==> config.mk <==
export PLATFORM = sky130hd
export DESIGN_NAME = psm_header
export DESIGN_NICKNAME = d
export VERILOG_FILES = /design/src/rtl/psm_pkg.sv /design/src/rtl/psm_header.sv /design/src/rtl/psm_char_unpack.sv
export SDC_FILE = /design/constraint.sdc
export NUM_CORES = 1
export LEC_CHECK = 0
export ABC_AREA = 1
export BUFFER_PORTS_ARGS = -buffer_cell sky130_fd_sc_hd__buf_2
export CAP_MARGIN = 20
export CORE_MARGIN = 3
export CORE_UTILIZATION = 40
export DETAILED_ROUTE_END_ITERATION = 12
export RECOVER_POWER = 50
export SETUP_SLACK_MARGIN = 0.4
export SYNTH_ARGS = -nofsm -noshare
export SYNTH_HDL_FRONTEND = slang
export SYNTH_SLANG_ARGS = --single-unit
==> constraint.sdc <==
create_clock -name clk_sys -period 4.8 [get_ports clk_sys]
set_clock_uncertainty 0.2 [all_clocks]
set_input_delay 0 -clock clk_sys [delete_from_list [all_inputs] [get_ports clk_sys]]
set_output_delay 0 -clock clk_sys [all_outputs]
set_load 0.01 [all_outputs]
==> src/rtl/psm_pkg.sv <==
/*
 * Shared constants for the secure paging message header block.
 * Assumes 21-bit information words, already error corrected upstream.
 */
package psm_pkg;
	// ---------------------------------------------------------------
	// Word layout
	// ---------------------------------------------------------------
	localparam int WORD_W = 21;
	localparam int CHK_W = 10;
	localparam int SUM_W = 16;
	localparam int CHAR_W = 7;
	localparam int NUM_W = 6;
	localparam int CHK_LSB = 0;
	localparam int CONT_BIT = 10;
	localparam int FRAG_LSB = 11;
	localparam int NUM_LSB = 13;
	localparam int GRP0_LSB = 0;
	localparam int GRP1_LSB = 8;
	localparam int GRP2_LSB = 16;
	localparam int GRP0_W = 8;
	localparam int GRP1_W = 8;
	localparam int GRP2_W = 5;
	localparam int CHARS_PER_WORD = 3;
	localparam int MAX_WORDS = 84;
	localparam logic [1:0] FRAG_START = 2'h3;
	localparam logic [6:0] CHAR_ETX = 7'h03;
	localparam logic [5:0] NUM_LIMIT_RST = 6'h3F;
	// ---------------------------------------------------------------
	// Register map (word addresses, byte address = 4 * index)
	// ---------------------------------------------------------------
	localparam logic [3:0] REG_CTRL = 4'h0;
	localparam logic [3:0] REG_STATUS = 4'h1;
	localparam logic [3:0] REG_HEADER = 4'h2;
	localparam logic [3:0] REG_MISSED = 4'h3;
	localparam logic [3:0] REG_LIMIT = 4'h4;
	localparam logic [31:0] RD_UNMAPPED = 32'h00000000;
	// Control bits
	localparam int CTRL_ENABLE = 0;
	localparam int CTRL_RESYNC = 1;
	// Status bits
	localparam int ST_CHK_ERR = 0;
	localparam int ST_MISSED = 1;
	localparam int ST_SEQ_ERR = 2;
	localparam int ST_DONE = 3;
	localparam int ST_LAST = 4;
	localparam int ST_CHK_ERR_CNT_LSB = 8;
	localparam logic [7:0] CNT_ONE = 8'h01;
	localparam logic [SUM_W-1:0] SUM_ZERO = 16'h0000;
	localparam logic [6:0] WCNT_ONE = 7'h01;

	typedef enum logic [2:0] {
		PSM_IDLE = 3'b001,
		PSM_BODY = 3'b010,
		PSM_END = 3'b100
	} psm_state_e;
endpackage : psm_pkg

==> src/rtl/psm_header.sv <==
/*
 * Receive side of the secure paging message header: checksum check,
 * fragment and message number tracking, character unpacking.
 * Assumes word_valid pulses come from logic on clk_sys; fragment
 * boundaries are marked by frag_start on the first header word.
 */
// Chosen here: the register addresses and the Avalon-MM interface to the registers.
`timescale 1ns/1ps
// Notes on behaviour
// - Checksum sum clears at fragment start, adds every word including last.
// - Each word adds as three groups: bits 0-7, 8-15, 16-20.
// - Check value is inverted sum, low ten bits, in first word.
// - Continuation flag set means more fragments; clear marks final fragment.
// - First fragment number is 11, then increments modulo 3.
// - After start, 11 never recurs; later fragments cycle 00,01,10.
// - Message number wrap limit comes from a software register.
// - Unexpected message number raises missed flag and reports skipped number.
// - Messages with retrieval flag zero leave number tracking untouched.
// - Message number ties fragments of one message together.
// - Text starts at first character of second word of fragment.
module psm_header
	import psm_pkg::*;
(
	input wire logic clk_sys,
	input wire logic reset,
	input wire logic clk_en,
	input wire logic word_valid,
	input wire logic [WORD_W-1:0] word_data,
	input wire logic frag_start,
	input wire logic frag_end,
	input wire logic retrieval_flag,
	input wire logic [3:0] avs_address,
	input wire logic avs_read,
	input wire logic avs_write,
	input wire logic [31:0] avs_writedata,
	output logic [31:0] avs_readdata,
	output logic avs_waitrequest,
	output logic char_valid,
	output logic [CHAR_W-1:0] char_data,
	output logic char_first,
	output logic frag_done,
	output logic frag_chk_err,
	output logic frag_more,
	output logic [1:0] frag_num,
	output logic [NUM_W-1:0] msg_num,
	output logic missed
);
	// ---------------------------------------------------------------
	// Declarations
	// ---------------------------------------------------------------
	psm_state_e state;
	logic [SUM_W-1:0] sum, next_sum;
	logic [CHK_W-1:0] rx_chk, calc_chk;
	logic [6:0] wcnt;
	logic [NUM_W-1:0] num_limit, expect_num, hdr_num, missed_num, next_expect;
	logic [1:0] hdr_frag, expect_frag, pend_idx;
	logic [7:0] err_cnt;
	logic [WORD_W-1:0] sum_word;
	logic [CHARS_PER_WORD*CHAR_W-1:0] chars, pend_chars;
	logic [CHARS_PER_WORD-1:0] is_fill, pend_fill;
	logic enable, expect_ok, hdr_cont, hdr_retr, in_msg, seq_err, pend_first;
	logic clr_missed, clr_seq, clr_err, acc, is_hdr, ack;

	assign acc = clk_en && word_valid;
	assign is_hdr = acc && frag_start;

	// ---------------------------------------------------------------
	// Character slicer
	// ---------------------------------------------------------------
	psm_char_unpack u_unpack (
		.word(word_data),
		.chars(chars),
		.is_fill(is_fill)
	);

	// ---------------------------------------------------------------
	// Checksum
	// ---------------------------------------------------------------
	// check field counts as zero, as the sender summed it
	assign sum_word = frag_start ?
		{word_data[WORD_W-1:CHK_W], {CHK_W{1'b0}}} : word_data;

	always_comb begin
		next_sum = (frag_start ? SUM_ZERO : sum)
			+ SUM_W'(sum_word[GRP0_LSB +: GRP0_W])
			+ SUM_W'(sum_word[GRP1_LSB +: GRP1_W])
			+ SUM_W'(sum_word[GRP2_LSB +: GRP2_W]);
	end

	assign calc_chk = ~next_sum[CHK_W-1:0];

	always_ff @(posedge clk_sys or posedge reset) begin
		if (reset) begin
			sum <= SUM_ZERO;
		end else if (acc) begin
			sum <= next_sum;
		end
	end

	// ---------------------------------------------------------------
	// Fragment state machine
	// ---------------------------------------------------------------
	// Word count guards against runaway fragments past the frame limit
	always_ff @(posedge clk_sys or posedge reset) begin
		if (reset) begin
			state <= PSM_IDLE;
			wcnt <= '0;
			rx_chk <= '0;
		end else if (clk_en) begin
			case (state)
				PSM_IDLE: begin
					if (is_hdr && enable) begin
						rx_chk <= word_data[CHK_LSB +: CHK_W];
						wcnt <= WCNT_ONE;
						state <= frag_end ? PSM_END : PSM_BODY;
					end
				end
				PSM_BODY: begin
					if (acc) begin
						wcnt <= wcnt + WCNT_ONE;
						if (frag_end || wcnt == 7'(MAX_WORDS - 1)) begin
							state <= PSM_END;
						end
					end
				end
				PSM_END: begin
					state <= PSM_IDLE;
				end
				default: begin
					state <= PSM_IDLE;
				end
			endcase
		end
	end

	// ---------------------------------------------------------------
	// Fragment result outputs
	// ---------------------------------------------------------------
	always_ff @(posedge clk_sys or posedge reset) begin
		if (reset) begin
			frag_done <= 1'b0;
			frag_chk_err <= 1'b0;
		end else if (clk_en) begin
			frag_done <= 1'b0;
			if (state != PSM_IDLE && acc && (frag_end || wcnt == 7'(MAX_WORDS - 1))) begin
				frag_done <= 1'b1;
				frag_chk_err <= (calc_chk != rx_chk);
			end else if (state == PSM_IDLE && is_hdr && enable && frag_end) begin
				frag_done <= 1'b1;
				frag_chk_err <= (calc_chk != word_data[CHK_LSB +: CHK_W]);
			end
		end
	end

	// ---------------------------------------------------------------
	// Header fields
	// ---------------------------------------------------------------
	// spare bits ignored
	assign hdr_cont = word_data[CONT_BIT];
	assign hdr_frag = word_data[FRAG_LSB +: 2];
	assign hdr_num = word_data[NUM_LSB +: NUM_W];
	assign hdr_retr = retrieval_flag;

	always_ff @(posedge clk_sys or posedge reset) begin
		if (reset) begin
			frag_more <= 1'b0;
			frag_num <= 2'h0;
			msg_num <= '0;
			in_msg <= 1'b0;
			expect_frag <= FRAG_START;
		end else if (clk_en && is_hdr && enable) begin
			frag_more <= hdr_cont;
			frag_num <= hdr_frag;
			msg_num <= hdr_num;
			in_msg <= hdr_cont;
			if (hdr_frag == 2'h2 || hdr_frag == FRAG_START) begin
				expect_frag <= 2'h0;
			end else begin
				expect_frag <= hdr_frag + 2'h1;
			end
		end
	end

	always_ff @(posedge clk_sys or posedge reset) begin
		if (reset) begin
			seq_err <= 1'b0;
		end else if (clk_en) begin
			if (is_hdr && enable && in_msg && hdr_frag != FRAG_START &&
				(hdr_frag != expect_frag || hdr_num != msg_num)) begin
				seq_err <= 1'b1;
			end else if (clr_seq) begin
				seq_err <= 1'b0;
			end
		end
	end

	// ---------------------------------------------------------------
	// Missed message tracking
	// ---------------------------------------------------------------
	// configurable wrap
	assign next_expect = (hdr_num >= num_limit) ? '0 : hdr_num + 6'h01;

	always_ff @(posedge clk_sys or posedge reset) begin
		if (reset) begin
			expect_num <= '0;
			expect_ok <= 1'b0;
			missed <= 1'b0;
			missed_num <= '0;
		end else if (clk_en) begin
			if (is_hdr && enable && hdr_retr && hdr_frag == FRAG_START) begin
				if (expect_ok && hdr_num != expect_num) begin
					missed <= 1'b1;
					missed_num <= expect_num;
				end else if (clr_missed) begin
					missed <= 1'b0;
				end
				expect_num <= next_expect;
				expect_ok <= 1'b1;
			end else if (clr_missed) begin
				missed <= 1'b0;
			end
			if (clr_seq) begin
				expect_ok <= 1'b0;
			end
		end
	end

	// ---------------------------------------------------------------
	// Character output
	// ---------------------------------------------------------------
	// text after header
	always_ff @(posedge clk_sys or posedge reset) begin
		if (reset) begin
			pend_chars <= '0;
			pend_fill <= '1;
			pend_idx <= 2'h0;
			pend_first <= 1'b0;
			char_valid <= 1'b0;
			char_data <= '0;
			char_first <= 1'b0;
		end else if (clk_en) begin
			char_valid <= 1'b0;
			if (acc && !frag_start && state == PSM_BODY) begin
				pend_chars <= chars;
				pend_fill <= is_fill;
				pend_idx <= 2'h0;
				pend_first <= (wcnt == WCNT_ONE);
			end else if (pend_idx != 2'(CHARS_PER_WORD)) begin
				pend_idx <= pend_idx + 2'h1;
				if (!pend_fill[pend_idx]) begin
					char_valid <= 1'b1;
					char_data <= pend_chars[pend_idx*CHAR_W +: CHAR_W];
					char_first <= pend_first;
					pend_first <= 1'b0;
				end
			end
		end
	end

	// ---------------------------------------------------------------
	// Avalon-MM slave, one wait cycle per access
	// ---------------------------------------------------------------
	// Wait flag is the flop itself, so the bus sees no logic behind it
	always_ff @(posedge clk_sys or posedge reset) begin
		if (reset) begin
			avs_waitrequest <= 1'b1;
		end else if (clk_en) begin
			avs_waitrequest <= !((avs_read || avs_write) && avs_waitrequest);
		end
	end
	assign ack = !avs_waitrequest;

	assign clr_missed = ack && avs_write && avs_address == REG_STATUS &&
		avs_writedata[ST_MISSED];
	assign clr_seq = ack && avs_write && avs_address == REG_CTRL &&
		avs_writedata[CTRL_RESYNC];
	assign clr_err = ack && avs_write && avs_address == REG_STATUS &&
		avs_writedata[ST_CHK_ERR];

	// Software settings
	always_ff @(posedge clk_sys or posedge reset) begin
		if (reset) begin
			enable <= 1'b0;
			num_limit <= NUM_LIMIT_RST;
		end else if (clk_en && ack && avs_write) begin
			if (avs_address == REG_CTRL) begin
				enable <= avs_writedata[CTRL_ENABLE];
			end
			if (avs_address == REG_LIMIT) begin
				num_limit <= avs_writedata[NUM_W-1:0];
			end
		end
	end

	// Sticky error counter; a new error wins over a clear
	always_ff @(posedge clk_sys or posedge reset) begin
		if (reset) begin
			err_cnt <= '0;
		end else if (clk_en) begin
			if (frag_done && frag_chk_err) begin
				err_cnt <= err_cnt + CNT_ONE;
			end else if (clr_err) begin
				err_cnt <= '0;
			end
		end
	end

	// Read data mux
	always_ff @(posedge clk_sys or posedge reset) begin
		if (reset) begin
			avs_readdata <= RD_UNMAPPED;
		end else if (clk_en) begin
			avs_readdata <= RD_UNMAPPED;
			if (avs_read && !ack) begin
				case (avs_address)
					REG_CTRL: avs_readdata <= {30'h0, 1'b0, enable};
					REG_STATUS: avs_readdata <= {16'h0, err_cnt, 3'h0,
						frag_more, frag_done, seq_err, missed, frag_chk_err};
					REG_HEADER: avs_readdata <= {23'h0, msg_num, frag_num, frag_more};
					REG_MISSED: avs_readdata <= {20'h0, expect_num, missed_num};
					REG_LIMIT: avs_readdata <= {26'h0, num_limit};
					default: avs_readdata <= RD_UNMAPPED;
				endcase
			end
		end
	end
endmodule : psm_header

==> src/rtl/psm_char_unpack.sv <==
/*
 * Splits one content word into three 7-bit characters with fill flags.
 * Assumes a word from the same clock domain; purely combinational.
 */
`timescale 1ns/1ps
module psm_char_unpack
	import psm_pkg::*;
(
	input wire logic [WORD_W-1:0] word,
	output logic [CHARS_PER_WORD*CHAR_W-1:0] chars,
	output logic [CHARS_PER_WORD-1:0] is_fill
);
	// ---------------------------------------------------------------
	// Per-character slicing
	// ---------------------------------------------------------------
	for (genvar g = 0; g < CHARS_PER_WORD; g++) begin : g_char
		assign chars[g*CHAR_W +: CHAR_W] = word[g*CHAR_W +: CHAR_W];
		assign is_fill[g] = (word[g*CHAR_W +: CHAR_W] == CHAR_ETX);
	end
endmodule : psm_char_unpack

==> summary.md <==
| Metric | Value |
|---|---|
| Outcome | complete, but fails checks |
| Failing checks | max-capacitance violations, max-slew violations |
| Main synth FF type | dfrtp_1 |
| Final worst path period share | 0.782 |
| Largest net degree at the start of global routing | 59 |
| Root Buffer | clkbuf_16 |
| CP Data Arrival Time | 3860 ps |
| Sequential Power Share | 0.358 |
| Peak fanout along the critical path | 14 |
| Min Tclk post-route | 3750 ps |
| Seq cells post-synth | 126 |
| Routability cong. | 0.906 |
| Ys Warns | 0 |
| Adder-Cell Fraction of Synth Area | 0.0761 |
| Most used cell, CP | nand2_1 |
| CTS Sinks | 126 |
| Final Util | 0.511 |
| GRT overflow | 0 |
| Cell at the slowest stage of the critical path | fa_1 |
| Vias in the first global route | 6274 |
| Crit path kind | input pin to register |
| Nets | 1174 |
| CP endpoint kind | register |
| Synthesized cell area | 7360 um^2 |
| Initial antenna violation count | 0 |
| First-pass GRT wire length | 33300 um |
| Switching pwr | 0.00149 W |
| Initial Util | 0.417 |
| Hold slack | 20.2 ps |
| CP cell instances | dlygate4sd3_1 -> buf_2 -> inv_2 -> nand2_1 -> fa_1 -> inv_1 -> fa_1 -> ha_1 -> inv_1 -> fa_1 -> inv_1 -> nand2_1 -> nand2_1 -> nand2_1 -> xor2_1 -> a21o_1 -> nand2_1 -> nor2_1 -> nand2_1 -> nor2_1 -> nor2_1 |
| Ports | 120 |
| Post-CTS Resized | 0 |
| Largest delay share family, worst path | adder cells |
| Die Y | 142 um |
| Avg WL per Cell | 15.5 um |
| Slew at the pin with the worst max-slew slack | 2580 ps |
| Die Span X | 142 um |
| Max-slew violations | 94 |
| Final std cells w/o fill | 1310 |
| DRC Markers | 0 |
| # fillers | 1745 |
| Synth Area in Simple Gates | 0.239 |
| CP peak stage delay | 540 ps |
| ANT nets after route | 0 |
| Share of layout cells above drive strength 1 | 0.0969 |
| Clk Latency, worst-skew pair | 420 ps |
| Compound-Gate Fraction of Synth Area | 0.127 |
| Hold Vio Cnt, Final | 0 |
| Leakage | 4.46 nW |
| Slew margin rel. | -0.728 |
| Vias per cell | 5.01 |
| Routed vias | 6563 |
| Synth top cells by count | nand2_1, inv_1, dfrtp_1 |
| Total CTS buffers | 17 |
| Max Cap Viol | 2 |
| Largest family of logic cells by synthesized area | simple AND/OR/NAND/NOR gates |
| Leading area contributor after synthesis | dfrtp_1 |
| Switching share of power | 0.352 |
| R2R setup slack | 1690 ps |
| Count of cell types in the netlist | 49 |
| Internal | 0.00274 W |
| Most frequent cell after synthesis | nand2_1 |
| Mapped Cells | 944 |
| Core footprint | 17700 um^2 |
| Area share of the largest cell type after synthesis | 0.384 |
| Initial drt markers | 349 |
| Row count | 48 |
| CP Launch Type | input pin |
| CTS tree | done |
| Synth top area cells | dfrtp_1, nand2_1, inv_1 |
| RSZ-0062 raised after global routing | no |
| Longest Clk Path Bufs | 2 |
| Detail Placement HPWL | 14600 um |
| Seq/Total Area, Yosys | 0.430 |
| Dpl cells | 1221 |
| Xor-xnor portion of the synthesized cell area | 0.0190 |
| Area Overhead vs Synth | 22.4% |
| Final WL | 20300 um |
| Area of placed instances | 7890 um^2 |
| Critical path buffer and inverter count | 6 |
| First-pass DRT Iterations | 6 |
| Final setup fails | 0 |
| Clock network fraction of design power | 0.325 |
| Power per Cell Area | 468 nW/um^2 |
| Worst Hold Class | input pin to register |
| Die area | 20100 um^2 |
| Combinational Power Share | 0.317 |
| Async SR Flop Fraction | 1.00 |
| Req. time, crit path | 4910 ps |
| Fmax | 0.266 GHz |
| Syn Area/Cell | 7.80 um^2 |
| Fin area | 9010 um^2 |
| Tot GR Track Use | 0.209 |
| Port bufs | 77 |
| Post-synth EDFFs | 0 |
| H-tree Lvls | 4 |
| Sum Neg Setup Slack | 0 ps |
| Mux cell area share after synthesis | 0.00153 |
| Worst vdd ir | 319 uV |
| Clock Pin Slew Worst Setup and Hold Paths | 60 ps |
-- state kept, by name (all words and copies together), names as in the netlist, 6 cells and up --
| name | flops |
|---|---|
| num_limit | 6 |
| avs_readdata | 16 |
| msg_num | 6 |
| err_cnt | 8 |
| pend_chars | 21 |
| char_data | 7 |
| expect_num | 6 |
| sum | 10 |
| missed_num | 6 |
| wcnt | 7 |
| rx_chk | 10 |
-- tightest hold or removal path, stage by stage --
cell	delay [ps]
buf_2	120
nor2_4	50
inv_1	60
nor2_2	60
a211oi_1	230
o21ai_0	90
-- final timing paths --
check | cells past startpoint | endpoint | startpoint
max in group asynchronous | 4 | rx_chk[9] | reset
worst max register to register | 17 | frag_chk_err | sum[6]
min in group asynchronous | 3 | avs_readdata[15] | reset
worst max-delay path | 21 | frag_chk_err | frag_start
worst min-delay path | 6 | avs_readdata[0] | avs_address[3]
worst min register to register | 2 | pend_chars[9] | pend_chars[9]
-- layout make-up --
type	count	area, um^2	share of cell area
Inverter	145	546	0.0605
Antenna cell	1	2.50	0.000278
Clock buffer	26	489	0.0543
Timing Repair Buffer	137	918	0.102
Sequential cell	126	3170	0.352
Tap cell	225	282	0.0312
Clock inverter	6	133	0.0147
Multi-Input combinational cell	644	3480	0.386
-- metrics by stage --
stage,total power (W),worst slack [ps]
final,0.00422,1050
after global routing,0.00453,503
after CTS,0.00426,1070
after detailed placement,0.00283,1190
after global placement,0.00280,1230
after floorplan,0.00245,1270
-- routing by layer --
| metal | vias to the layer above | GRT usage | wire length (um) |
|---|---|---|---|
| li1 | 3261 | - | - |
| met4 | 0 | 0.0707 | 431 |
| met5 | - | 0 | 0 |
| met1 | 3082 | 0.293 | 9210 |
| met3 | 31 | 0.0371 | 1140 |
| met2 | 189 | 0.330 | 9510 |
-- kinds of logic after synthesis --
family          after synthesis
xor+xnor                     16
buf+inv                     189
flops                       126
compound gates              168
other cells                   1
fa+ha+maj                    37
mux                           1
simple gates                406
-- power by group through the flow --
stage / Combinational [W] / Clock (W) / Sequential [W]
floorplan: 0.000960 / 0 / 0.00149
global placement: 0.00128 / 0 / 0.00152
detailed placement: 0.00131 / 0 / 0.00152
CTS: 0.00136 / 0.00139 / 0.00151
global route: 0.00155 / 0.00144 / 0.00154
finish: 0.00134 / 0.00137 / 0.00151
-- placed cells by master, fill, tap and decap left out, types with 13 or more instances in the layout --
cell           Yosys  layout
fa_1              13      13
conb_1             1      16
o22ai_1           14      14
nor2_1            60      60
dlygate4sd3_1      0      55
nand3_1           47      47
nand2_1          255     255
clkbuf_16          0      17
o21ai_0           96      96
inv_1            140     139
buf_2              9      41
clkbuf_1          18      44
dfrtp_1          113     113
a21oi_1           26      26
ha_1              24      24
-- what timing repair did --
| action | in CTS | in global routing |
|---|---|---|
| endpoints found under the hold margin | 148 | 0 |
| setup buffers | 0 | 0 |
| hold buffers | 55 | 0 |
(Power assumes the default switching activity.)
